[src/hw/acm_pkg.sv]
// package of the audio clock fault masking block: offsets, layouts, counts
// assumes a single 250 MHz clock and 32-bit AXI4-Lite register access
package acm_pkg;

   // clock rate and missing-clock time base
   localparam int unsigned CLK_MHZ        = 250;
   localparam int unsigned MISS_UNIT_MS   = 1000;  // one step of the timeout
   localparam int unsigned MISS_UNIT_CYC  = MISS_UNIT_MS * CLK_MHZ * 1000;

   // bit clock per frame clock window, inclusive
   localparam int unsigned SCLK_MIN       = 32;
   localparam int unsigned SCLK_MAX       = 256;

   // register map, byte addresses on a 12-bit window
   localparam int unsigned ADDR_W         = 12;
   localparam logic [7:0]  CTRL_IDX       = 8'h25;
   localparam logic [11:0] ADDR_CTRL      = {2'h0, CTRL_IDX, 2'h0};
   localparam logic [11:0] ADDR_STATUS    = 12'h000;
   localparam logic [11:0] ADDR_EVENT     = 12'h004;
   localparam logic [11:0] ADDR_MASK      = 12'h008;
   localparam logic [11:0] ADDR_MISS      = 12'h00C;
   localparam logic [11:0] ADDR_DIVM      = 12'h010;

   // values after reset
   localparam logic [7:0]  CTRL_RST       = 8'h00;
   localparam logic [3:0]  MASK_RST       = 4'h0;
   localparam logic [3:0]  EVENT_RST      = 4'h0;
   localparam logic [2:0]  MISS_RST       = 3'h0;
   localparam logic [7:0]  DIVM_RST       = 8'h00;

   // live status field positions
   localparam int unsigned ST_CLK_ERR     = 0;
   localparam int unsigned ST_PDN         = 1;
   localparam int unsigned ST_PLL_LOCK    = 2;
   localparam int unsigned ST_AUTOSET     = 3;
   localparam int unsigned ST_SCLK_ERR    = 4;
   localparam int unsigned ST_MISSING     = 5;

   // bus answers
   localparam logic [1:0]  RESP_OKAY      = 2'h0;
   localparam logic [1:0]  RESP_DECERR    = 2'h3;

   // layout of the control byte, msb first
   typedef struct packed {
      logic rsv;
      logic ign_fs;
      logic ign_sclk;
      logic ign_mclk;
      logic ign_halt;
      logic ign_miss;
      logic autoset_dis;
      logic ign_pll;
   } acm_ctrl_t;

   // detector faults before masking
   typedef struct packed {
      logic fs;
      logic sclk;
      logic mclk;
      logic halt;
      logic pll;
   } acm_fault_t;

   // register selected by an address
   typedef enum logic [2:0] {
      REG_NONE, REG_STATUS, REG_EVENT, REG_MASK, REG_MISS, REG_DIVM, REG_CTRL
   } acm_reg_t;

endpackage

[src/hw/acm_sclk_ratio.sv]
// bit clock against frame clock ratio checker
// assumes sclk and lrck are synchronous samples in the aclk domain
`timescale 1ns/1ns
module acm_sclk_ratio #(
   parameter int unsigned CNT_W = 10
) (
   input  wire logic aclk,
   input  wire logic aresetn,
   input  wire logic sclk,
   input  wire logic lrck,
   output logic      ratio_err_r
);
   localparam logic [CNT_W-1:0] CNT_MAX = '1;
   localparam logic [CNT_W-1:0] LO = CNT_W'(acm_pkg::SCLK_MIN);
   localparam logic [CNT_W-1:0] HI = CNT_W'(acm_pkg::SCLK_MAX);

   logic             sclk_d_r;
   logic             lrck_d_r;
   logic [CNT_W-1:0] cnt_r;
   logic             sclk_rise;
   logic             lrck_rise;

   assign sclk_rise = sclk & ~sclk_d_r;
   assign lrck_rise = lrck & ~lrck_d_r;

   // previous samples for edge finding
   always_ff @(posedge aclk) begin
      if (!aresetn) begin
         sclk_d_r <= 1'b0;
         lrck_d_r <= 1'b0;
      end else begin
         sclk_d_r <= sclk;
         lrck_d_r <= lrck;
      end
   end

   // bit clock edges in one frame, saturating
   always_ff @(posedge aclk) begin
      if (!aresetn) begin
         cnt_r <= '0;
      end else if (lrck_rise) begin
         cnt_r <= {{(CNT_W-1){1'b0}}, sclk_rise};
      end else if (sclk_rise && cnt_r != CNT_MAX) begin
         cnt_r <= cnt_r + 1'b1;
      end
   end

   // judged once per frame, held until the next frame
   always_ff @(posedge aclk) begin
      if (!aresetn) begin
         ratio_err_r <= 1'b0;
      end else if (lrck_rise) begin
         ratio_err_r <= (cnt_r < LO) || (cnt_r > HI);
      end
   end
endmodule

[src/hw/acm_clock_mask.sv]
// audio clock fault masking and divider autoset control, AXI4-Lite slave
// assumes all detector inputs and audio clock samples are synchronous
//
// The AXI4-Lite register port was decided locally.
`timescale 1ns/1ns
// Functional notes
// - sample rate fault raises clock error unless its ignore bit is set.
// - bit clocks per frame clock must stay within 32 to 256, else error.
// - bit clock error raises no clock error while its ignore bit is active.
// - master clock ratio fault raises clock error unless its ignore bit set.
// - master clock halt raises clock error unless its ignore bit is one.
// - missing bit and frame clocks power the DAC down unless ignored.
// - autoset enabled picks dividers automatically; disabled uses software values.
// - PLL unlock raises clock error unless the PLL ignore bit is one.
// - the PLL lock flag always shows the true lock state.
// - missing timeout selects one to eight seconds in three bits.
module acm_clock_mask #(
   parameter int unsigned DIV_W         = 8,
   parameter int unsigned MISS_UNIT_CYC = acm_pkg::MISS_UNIT_CYC
) (
   input  wire logic                        aclk,
   input  wire logic                        aresetn,
   // write address channel
   input  wire logic [acm_pkg::ADDR_W-1:0]  s_axi_awaddr,
   input  wire logic [2:0]                  s_axi_awprot,
   input  wire logic                        s_axi_awvalid,
   output logic                             s_axi_awready,
   // write data channel
   input  wire logic [31:0]                 s_axi_wdata,
   input  wire logic [3:0]                  s_axi_wstrb,
   input  wire logic                        s_axi_wvalid,
   output logic                             s_axi_wready,
   // write response channel
   output logic [1:0]                       s_axi_bresp,
   output logic                             s_axi_bvalid,
   input  wire logic                        s_axi_bready,
   // read address channel
   input  wire logic [acm_pkg::ADDR_W-1:0]  s_axi_araddr,
   input  wire logic [2:0]                  s_axi_arprot,
   input  wire logic                        s_axi_arvalid,
   output logic                             s_axi_arready,
   // read data channel
   output logic [31:0]                      s_axi_rdata,
   output logic [1:0]                       s_axi_rresp,
   output logic                             s_axi_rvalid,
   input  wire logic                        s_axi_rready,
   // audio clock samples and detector results
   input  wire logic                        sclk,
   input  wire logic                        lrck,
   input  wire logic                        fs_fault,
   input  wire logic                        mclk_ratio_fault,
   input  wire logic                        mclk_halt_fault,
   input  wire logic                        pll_locked,
   input  wire logic [DIV_W-1:0]            auto_divider,
   // results
   output logic                             clk_error,
   output logic                             dac_powerdown,
   output logic                             pll_lock_flag,
   output logic                             autoset_active,
   output logic [DIV_W-1:0]                 divider_value,
   output logic                             irq
);

   // address decode shared by the read and write paths
   function automatic acm_pkg::acm_reg_t reg_sel(
      input logic [acm_pkg::ADDR_W-1:0] addr
   );
      unique case ({addr[acm_pkg::ADDR_W-1:2], 2'b00})
         acm_pkg::ADDR_STATUS: reg_sel = acm_pkg::REG_STATUS;
         acm_pkg::ADDR_EVENT:  reg_sel = acm_pkg::REG_EVENT;
         acm_pkg::ADDR_MASK:   reg_sel = acm_pkg::REG_MASK;
         acm_pkg::ADDR_MISS:   reg_sel = acm_pkg::REG_MISS;
         acm_pkg::ADDR_DIVM:   reg_sel = acm_pkg::REG_DIVM;
         acm_pkg::ADDR_CTRL:   reg_sel = acm_pkg::REG_CTRL;
         default:              reg_sel = acm_pkg::REG_NONE;
      endcase
   endfunction

   // software registers
   acm_pkg::acm_ctrl_t          ctrl_r;
   logic [3:0]                  mask_r;
   logic [3:0]                  event_r;
   logic [2:0]                  miss_sel_r;
   logic [DIV_W-1:0]            divm_r;
   // bus holding state
   logic [acm_pkg::ADDR_W-1:0]  aw_addr_r;
   logic                        aw_got_r;
   logic [31:0]                 w_data_r;
   logic                        w_strb0_r;
   logic                        w_got_r;
   logic                        wr_go;
   logic                        rd_go;
   acm_pkg::acm_reg_t           wr_sel;
   acm_pkg::acm_reg_t           rd_sel;
   // detector state
   logic                        sclk_err;
   acm_pkg::acm_fault_t         fault;
   logic [4:0]                  gate;
   logic                        clk_err_nxt;
   logic [31:0]                 miss_cnt_r;
   logic [31:0]                 miss_limit;
   logic                        missing_r;
   logic                        pdn_nxt;
   logic                        pll_lost;
   logic [3:0]                  ev_set;
   logic [5:0]                  status;

   // bit clock ratio check
   acm_sclk_ratio #(
      .CNT_W       (10)
   ) u_ratio (
      .aclk        (aclk),
      .aresetn     (aresetn),
      .sclk        (sclk),
      .lrck        (lrck),
      .ratio_err_r (sclk_err)
   );

   // raw detector faults, unlock is the inverse of lock
   assign fault.fs   = fs_fault;
   assign fault.sclk = sclk_err;
   assign fault.mclk = mclk_ratio_fault;
   assign fault.halt = mclk_halt_fault;
   assign fault.pll  = ~pll_locked;
   // per fault ignore bits in fault order
   assign gate = {ctrl_r.ign_fs, ctrl_r.ign_sclk, ctrl_r.ign_mclk,
                  ctrl_r.ign_halt, ctrl_r.ign_pll};
   // each fault passes only while its ignore bit is clear
   genvar gi;
   logic [4:0] passed;
   generate
      for (gi = 0; gi < 5; gi++) begin : g_gate
         assign passed[gi] = fault[gi] & ~gate[gi];
      end
   endgenerate
   // clock error is any passing fault
   assign clk_err_nxt = |passed;

   // registered clock error, refreshed every cycle
   always_ff @(posedge aclk) begin
      if (!aresetn) begin
         clk_error <= 1'b0;
      end else begin
         clk_error <= clk_err_nxt;
      end
   end

   // lock flag follows the lock input, never masked
   always_ff @(posedge aclk) begin
      if (!aresetn) begin
         pll_lock_flag <= 1'b0;
      end else begin
         pll_lock_flag <= pll_locked;
      end
   end

   // timeout is (code + 1) seconds
   assign miss_limit = 32'(({29'h0, miss_sel_r} + 32'h1) * MISS_UNIT_CYC);

   // count cycles with both audio clocks low, any activity restarts
   always_ff @(posedge aclk) begin
      if (!aresetn) begin
         miss_cnt_r <= 32'h0;
         missing_r  <= 1'b0;
      end else if (sclk || lrck) begin
         miss_cnt_r <= 32'h0;
         missing_r  <= 1'b0;
      end else if (miss_cnt_r >= miss_limit - 32'h1) begin
         missing_r  <= 1'b1;
      end else begin
         miss_cnt_r <= miss_cnt_r + 32'h1;
      end
   end
   // powerdown only when missing and not ignored
   assign pdn_nxt = missing_r & ~ctrl_r.ign_miss;

   always_ff @(posedge aclk) begin
      if (!aresetn) begin
         dac_powerdown <= 1'b0;
      end else begin
         dac_powerdown <= pdn_nxt;
      end
   end

   // automatic divider unless autoset is disabled
   always_ff @(posedge aclk) begin
      if (!aresetn) begin
         divider_value  <= '0;
         autoset_active <= 1'b0;
      end else begin
         autoset_active <= ~ctrl_r.autoset_dis;
         if (ctrl_r.autoset_dis) begin
            divider_value <= divm_r;
         end else begin
            divider_value <= auto_divider;
         end
      end
   end

   // rising edges of the watched conditions
   assign pll_lost = pll_lock_flag & ~pll_locked;
   assign ev_set   = {sclk_err & ~status[acm_pkg::ST_SCLK_ERR],
                      pll_lost,
                      pdn_nxt & ~dac_powerdown,
                      clk_err_nxt & ~clk_error};
   // sticky bits, a read clears, a new event wins over the clear
   generate
      for (gi = 0; gi < 4; gi++) begin : g_event
         always_ff @(posedge aclk) begin
            if (!aresetn) begin
               event_r[gi] <= acm_pkg::EVENT_RST[gi];
            end else if (ev_set[gi]) begin
               event_r[gi] <= 1'b1;
            end else if (rd_go && rd_sel == acm_pkg::REG_EVENT) begin
               event_r[gi] <= 1'b0;
            end
         end
      end
   endgenerate

   // level interrupt while an unmasked event is pending
   always_ff @(posedge aclk) begin
      if (!aresetn) begin
         irq <= 1'b0;
      end else begin
         irq <= |(event_r & mask_r);
      end
   end

   // sclk ratio state of the previous cycle for edge finding
   logic sclk_err_d_r;
   always_ff @(posedge aclk) begin
      if (!aresetn) begin
         sclk_err_d_r <= 1'b0;
      end else begin
         sclk_err_d_r <= sclk_err;
      end
   end

   // live status word
   always_comb begin
      status                          = '0;
      status[acm_pkg::ST_CLK_ERR]     = clk_error;
      status[acm_pkg::ST_PDN]         = dac_powerdown;
      status[acm_pkg::ST_PLL_LOCK]    = pll_lock_flag;
      status[acm_pkg::ST_AUTOSET]     = autoset_active;
      status[acm_pkg::ST_SCLK_ERR]    = sclk_err_d_r;
      status[acm_pkg::ST_MISSING]     = missing_r;
   end

   // write path: both halves held and no response pending
   assign wr_go  = aw_got_r & w_got_r & ~s_axi_bvalid;
   assign wr_sel = reg_sel(aw_addr_r);

   // address and data taken in either order, held until the response
   always_ff @(posedge aclk) begin
      if (!aresetn) begin
         s_axi_awready <= 1'b1;
         aw_got_r      <= 1'b0;
         aw_addr_r     <= '0;
      end else if (s_axi_awvalid && s_axi_awready) begin
         s_axi_awready <= 1'b0;
         aw_got_r      <= 1'b1;
         aw_addr_r     <= s_axi_awaddr;
      end else if (wr_go) begin
         aw_got_r      <= 1'b0;
      end else if (s_axi_bvalid && s_axi_bready) begin
         s_axi_awready <= 1'b1;
      end
   end

   always_ff @(posedge aclk) begin
      if (!aresetn) begin
         s_axi_wready <= 1'b1;
         w_got_r      <= 1'b0;
         w_data_r     <= 32'h0;
         w_strb0_r    <= 1'b0;
      end else if (s_axi_wvalid && s_axi_wready) begin
         s_axi_wready <= 1'b0;
         w_got_r      <= 1'b1;
         w_data_r     <= s_axi_wdata;
         w_strb0_r    <= s_axi_wstrb[0];
      end else if (wr_go) begin
         w_got_r      <= 1'b0;
      end else if (s_axi_bvalid && s_axi_bready) begin
         s_axi_wready <= 1'b1;
      end
   end

   // response one cycle after both halves are held
   always_ff @(posedge aclk) begin
      if (!aresetn) begin
         s_axi_bvalid <= 1'b0;
         s_axi_bresp  <= acm_pkg::RESP_OKAY;
      end else if (wr_go) begin
         s_axi_bvalid <= 1'b1;
         s_axi_bresp  <= (wr_sel == acm_pkg::REG_NONE) ?
                         acm_pkg::RESP_DECERR : acm_pkg::RESP_OKAY;
      end else if (s_axi_bvalid && s_axi_bready) begin
         s_axi_bvalid <= 1'b0;
      end
   end

   // register writes, byte lane 0 only; status and events are read only
   always_ff @(posedge aclk) begin
      if (!aresetn) begin
         ctrl_r     <= acm_pkg::CTRL_RST;
         mask_r     <= acm_pkg::MASK_RST;
         miss_sel_r <= acm_pkg::MISS_RST;
         divm_r     <= DIV_W'(acm_pkg::DIVM_RST);
      end else if (wr_go && w_strb0_r) begin
         unique case (wr_sel)
            acm_pkg::REG_CTRL: begin
               ctrl_r     <= {1'b0, w_data_r[6:0]};
            end
            acm_pkg::REG_MASK: begin
               mask_r     <= w_data_r[3:0];
            end
            acm_pkg::REG_MISS: begin
               miss_sel_r <= w_data_r[2:0];
            end
            acm_pkg::REG_DIVM: begin
               divm_r     <= w_data_r[DIV_W-1:0];
            end
            default: begin
            end
         endcase
      end
   end

   // read path handshake and decode
   assign rd_go  = s_axi_arvalid & s_axi_arready;
   assign rd_sel = reg_sel(s_axi_araddr);

   // one read at a time, data one cycle after the address
   always_ff @(posedge aclk) begin
      if (!aresetn) begin
         s_axi_arready <= 1'b1;
         s_axi_rvalid  <= 1'b0;
         s_axi_rdata   <= 32'h0;
         s_axi_rresp   <= acm_pkg::RESP_OKAY;
      end else if (rd_go) begin
         s_axi_arready <= 1'b0;
         s_axi_rvalid  <= 1'b1;
         s_axi_rresp   <= acm_pkg::RESP_OKAY;
         unique case (rd_sel)
            acm_pkg::REG_STATUS: s_axi_rdata <= {26'h0, status};
            acm_pkg::REG_EVENT:  s_axi_rdata <= {28'h0, event_r};
            acm_pkg::REG_MASK:   s_axi_rdata <= {28'h0, mask_r};
            acm_pkg::REG_MISS:   s_axi_rdata <= {29'h0, miss_sel_r};
            acm_pkg::REG_DIVM:   s_axi_rdata <= 32'(divm_r);
            acm_pkg::REG_CTRL:   s_axi_rdata <= {24'h0, ctrl_r};
            default: begin
               s_axi_rdata <= 32'h0;
               s_axi_rresp <= acm_pkg::RESP_DECERR;
            end
         endcase
      end else if (s_axi_rvalid && s_axi_rready) begin
         s_axi_rvalid  <= 1'b0;
         s_axi_arready <= 1'b1;
      end
   end

endmodule

[config.mk]
export PLATFORM = sky130hd
export DESIGN_NAME = acm_clock_mask
export DESIGN_NICKNAME = d
export VERILOG_FILES = /design/src/hw/acm_pkg.sv /design/src/hw/acm_sclk_ratio.sv /design/src/hw/acm_clock_mask.sv
export SDC_FILE = /design/constraint.sdc
export NUM_CORES = 1
export LEC_CHECK = 0
export BUFFER_PORTS_ARGS = -buffer_cell sky130_fd_sc_hd__buf_2
export CAP_MARGIN = 20
export CORE_ASPECT_RATIO = 2
export CORE_MARGIN = 5
export CORE_UTILIZATION = 56
export CTS_CLUSTER_DIAMETER = 150
export DETAILED_ROUTE_END_ITERATION = 10
export PLACE_DENSITY = 0.85
export SYNTH_ARGS = -nofsm -noshare
export SYNTH_HDL_FRONTEND = slang
export SYNTH_SLANG_ARGS = --single-unit
[constraint.sdc]
create_clock -name aclk -period 7 [get_ports aclk]
set_input_delay 0 -clock aclk [delete_from_list [all_inputs] [get_ports aclk]]
set_output_delay 0 -clock aclk [all_outputs]
set_load 0.01 [all_outputs]
==> impl_metrics.ini <==
[synthesis]
ys.flop_type = dfxtp_1
ys_seq_area_share_pct = 30.0
synth_area_per_cell_um2 = 8.42
synth.cell_area_um2 = 8150
synth-seq-cells = 122
yosys_warnings = 0
synth-edff-count = 0
yosysUniqueCellTypes = 68
synth_cells = 968
async_flop_share_pct = 0

[global_routing]
grt_pass1_wl_um = 40300
grt_max_degree = 82
grt_antenna_before_repair = 0
grt-ovfl-total = 0
grt_pass1_vias = 8198
grt_usage_pct = 29.7

[die]
die-area_um2 = 17200
start_util_pct = 56.8
floorplan.rows = 62
die_w_um = 95.3
die_y_um = 181
core_um2 = 14400
ios = 141

[setup_path]
critPathMaxFanout = 18
slowest_delay_ns = 0.65
crit_slowest_cell = or4b_4
worstPathRequired_ns = 7.33
critical_path_class = reg2reg
rrSetupSlack_ns = 0.53
reg2reg_from = miss_sel_r[1]$_SDFFE_PN0P_
path_delay_family = simple AND/OR/NAND/NOR gates
cp-start-kind = register
timing.rr.end = miss_cnt_r[31]$_SDFFE_PP0N_
crit_arrival_ns = 6.81
crit_buf_inv = 1
reg2reg_depth = 23
cp_cell_sequence = ha_1, xor2_1, ha_1, xor2_1, ha_1, or2_2, ha_1, a211oi_1, o21ba_2, a211o_1, xnor2_1, nor4_1, buf_4, nor3b_1, xnor2_1, ha_1, nand4_1, nor2_1, o2111ai_1, o21ai_2, or4b_4, or4_1, a21oi_1
endpoint_kind = register
crit_path_frequent_cell = ha_1

[sta]
tightest_slew_ns = 1.12
period_share_pct = 92.5
skew_ns = 0.0137
finalSetupViolCount = 0
fin_setup_tns_ns = 0
rsz0062_at_grt = no
fin_crit_ns = 6.47
hold_viol_final = 0
fin_ws_ns = 0.527
fmax_mhz = 154
slew_violations = 0
slew_headroom_pct = 25.0

[pwr]
p_int_mw = 1.29
power_switching_mw = 0.472
p_leak_nw = 3.87
switching_share_pct = 26.9
ir_drop_uv = 224
power_density_nw_per_um2 = 184
pwr-share-comb_pct = 7.3
p_seq_share_pct = 41.8
power_mw = 1.76
clkPwrFrac_pct = 50.9

[place]
place_congestion = 0.973
dp.final_hpwl_um = 16900
place_inst = 1205
pre_cts_ws_ns = 0.414
port_buffers = 79

[layout]
num_antenna_cells = 0
area_delta_synth_final_pct = 17.5
drive_gt1_share_pct = 13.3
instances_no_fill = 1276
nNetsFinal = 1227

[drt]
wl_per_cell_um = 19.6
wirelength_um = 25000
drt_iter0_markers = 531
routed_via_density = 6.26
postRouteAntennaNets = 0
firstDrtPassIters = 7
vias = 7988
drc = 0

[status]
outcome = complete, no violations

[cts]
cts_root_buf = clkbuf_16
clock_sinks = 122
clk_transition_reported_paths_ns = 0.07
clockBufferDepth = 2
cts_tree = yes
cts_made_buffers = 17
htreeDepth = 4
clock_latency_ns = 0.43
post_cts_buffers = 0

[min_path]
holdPathEnd = clk_error$_SDFF_PN0_
hold_path_depth = 3
worstHoldStart = mclk_halt_fault
hp-class = in2reg

[job]
maxCapViolCount = 0
worst min-delay path: stages:
cell and delay (ns):
buf_2 0.08, nor2b_1 0.12, o41a_1 0.20
logic make-up (layout without fill, tap and decap cells):
kind of cell / count (synthesis) / in the layout / share of synthesized area [%]
other: 1 / 25 / 0.0460
multiplexers: 47 / 47 / 5.77
AND/OR/NAND/NOR: 364 / 364 / 23.6
adder cells (fa/ha/maj): 69 / 69 / 10.8
buffers and inverters: 97 / 189 / 5.70
XOR/XNOR: 43 / 43 / 4.80
AO/OA/AOI/OAI: 225 / 225 / 19.3
flip-flops: 122 / 122 / 30.0
cell type report:
type / instances / area (um^2)
fillers: 1045 / 4770
clock buffers: 18 / 439
flip-flops and latches: 122 / 2440
repair buffers: 126 / 856
well taps: 192 / 240
inverters: 31 / 116
clock inverters: 14 / 146
multi-input cells: 773 / 5340
flip-flops by register name, summed over array words and instances (netlist names), 3 cells and up:
register / count
aw_addr_r: 10
ctrl_r: 7
divider_value: 8
divm_r: 8
event_r: 4
mask_r: 4
miss_cnt_r: 32
miss_sel_r: 3
s_axi_rdata: 8
u_ratio.cnt_r: 10
w_data_r: 8
stage by stage:
| step | util, % | cell area [um^2] | hold slack (ns) |
|---|---|---|---|
| 3_5_place_dp | 59.9 | 8600 | 0.256 |
| 5_1_grt | 66.7 | 9580 | 0.0566 |
| 3_3_place_gp | 59.9 | 8600 | 0.240 |
| 2_1_floorplan | - | 8240 | 0.122 |
| 4_1_cts | 66.7 | 9570 | 0.0148 |
| 6_report | 66.7 | 9580 | 0.0290 |
how the worst max path moves through the flow:
stage                                     startpoint                          end  slack (ns)  cells past startpoint
after global placement    miss_sel_r[1]$_SDFFE_PN0P_  miss_cnt_r[13]$_SDFFE_PP0N_        0.56                     21
after floorplan           miss_sel_r[0]$_SDFFE_PN0P_  miss_cnt_r[28]$_SDFFE_PP0N_        0.83                     25
after CTS                 miss_sel_r[1]$_SDFFE_PN0P_  miss_cnt_r[15]$_SDFFE_PP0N_        0.37                     21
final                     miss_sel_r[1]$_SDFFE_PN0P_  miss_cnt_r[31]$_SDFFE_PP0N_        0.53                     23
after global routing      miss_sel_r[1]$_SDFFE_PN0P_  miss_cnt_r[13]$_SDFFE_PP0N_        0.08                     23
after detailed placement  miss_sel_r[1]$_SDFFE_PN0P_  miss_cnt_r[15]$_SDFFE_PP0N_        0.41                     21
metal layers:
layer  part of all wire, %  track usage [%]
met5                     0                0
met2                    55             54.2
met4                   9.1             24.9
met3                   4.8             5.85
met1                    31             26.4
layout by cell type, fill, tap and decap left out, drive strengths merged, types with 25 or more instances in the layout:
cell	n
dfxtp	122
nand2	97
buf	87
ha	67
nor2	53
a21oi	48
mux2i	47
nor2b	42
inv	41
dlygate4sd3	38
o21ai	37
xnor2	25
a21boi	25
conb	25
timing repair:
action	4_1_cts	5_1_grt
setup endpoints to repair	0	9
hold endpoints to repair	40	0
hold buffers	38	0
gates resized for setup	0	1
power groups by stage:
stage	registers, mW	clock network (mW)	logic [mW]
2_1_floorplan	0.746	0	0.0747
3_3_place_gp	0.746	0	0.101
3_5_place_dp	0.746	0	0.104
4_1_cts	0.732	0.890	0.122
5_1_grt	0.736	0.929	0.141
6_report	0.734	0.895	0.129
synthesized netlist by cell type (all sizes together), types with 11 or more instances:
master,count,area (um^2)
nand2,97,364
xnor2,25,219
a21oi,48,244
nor3,19,110
dfxtp,122,2440
a21boi,25,188
and2,23,144
xor2,17,149
or4,17,128
clkbuf,37,139
o31ai,16,120
nand2b,19,119
inv,31,116
nor2b,42,263
nand4,18,113
ha,67,838
nor2,53,199
o21ai,37,189
nand3,24,120
mux2i,47,470
or2,11,68.8
buf,29,209
No activity file was read; power rests on OpenSTA's default activity.
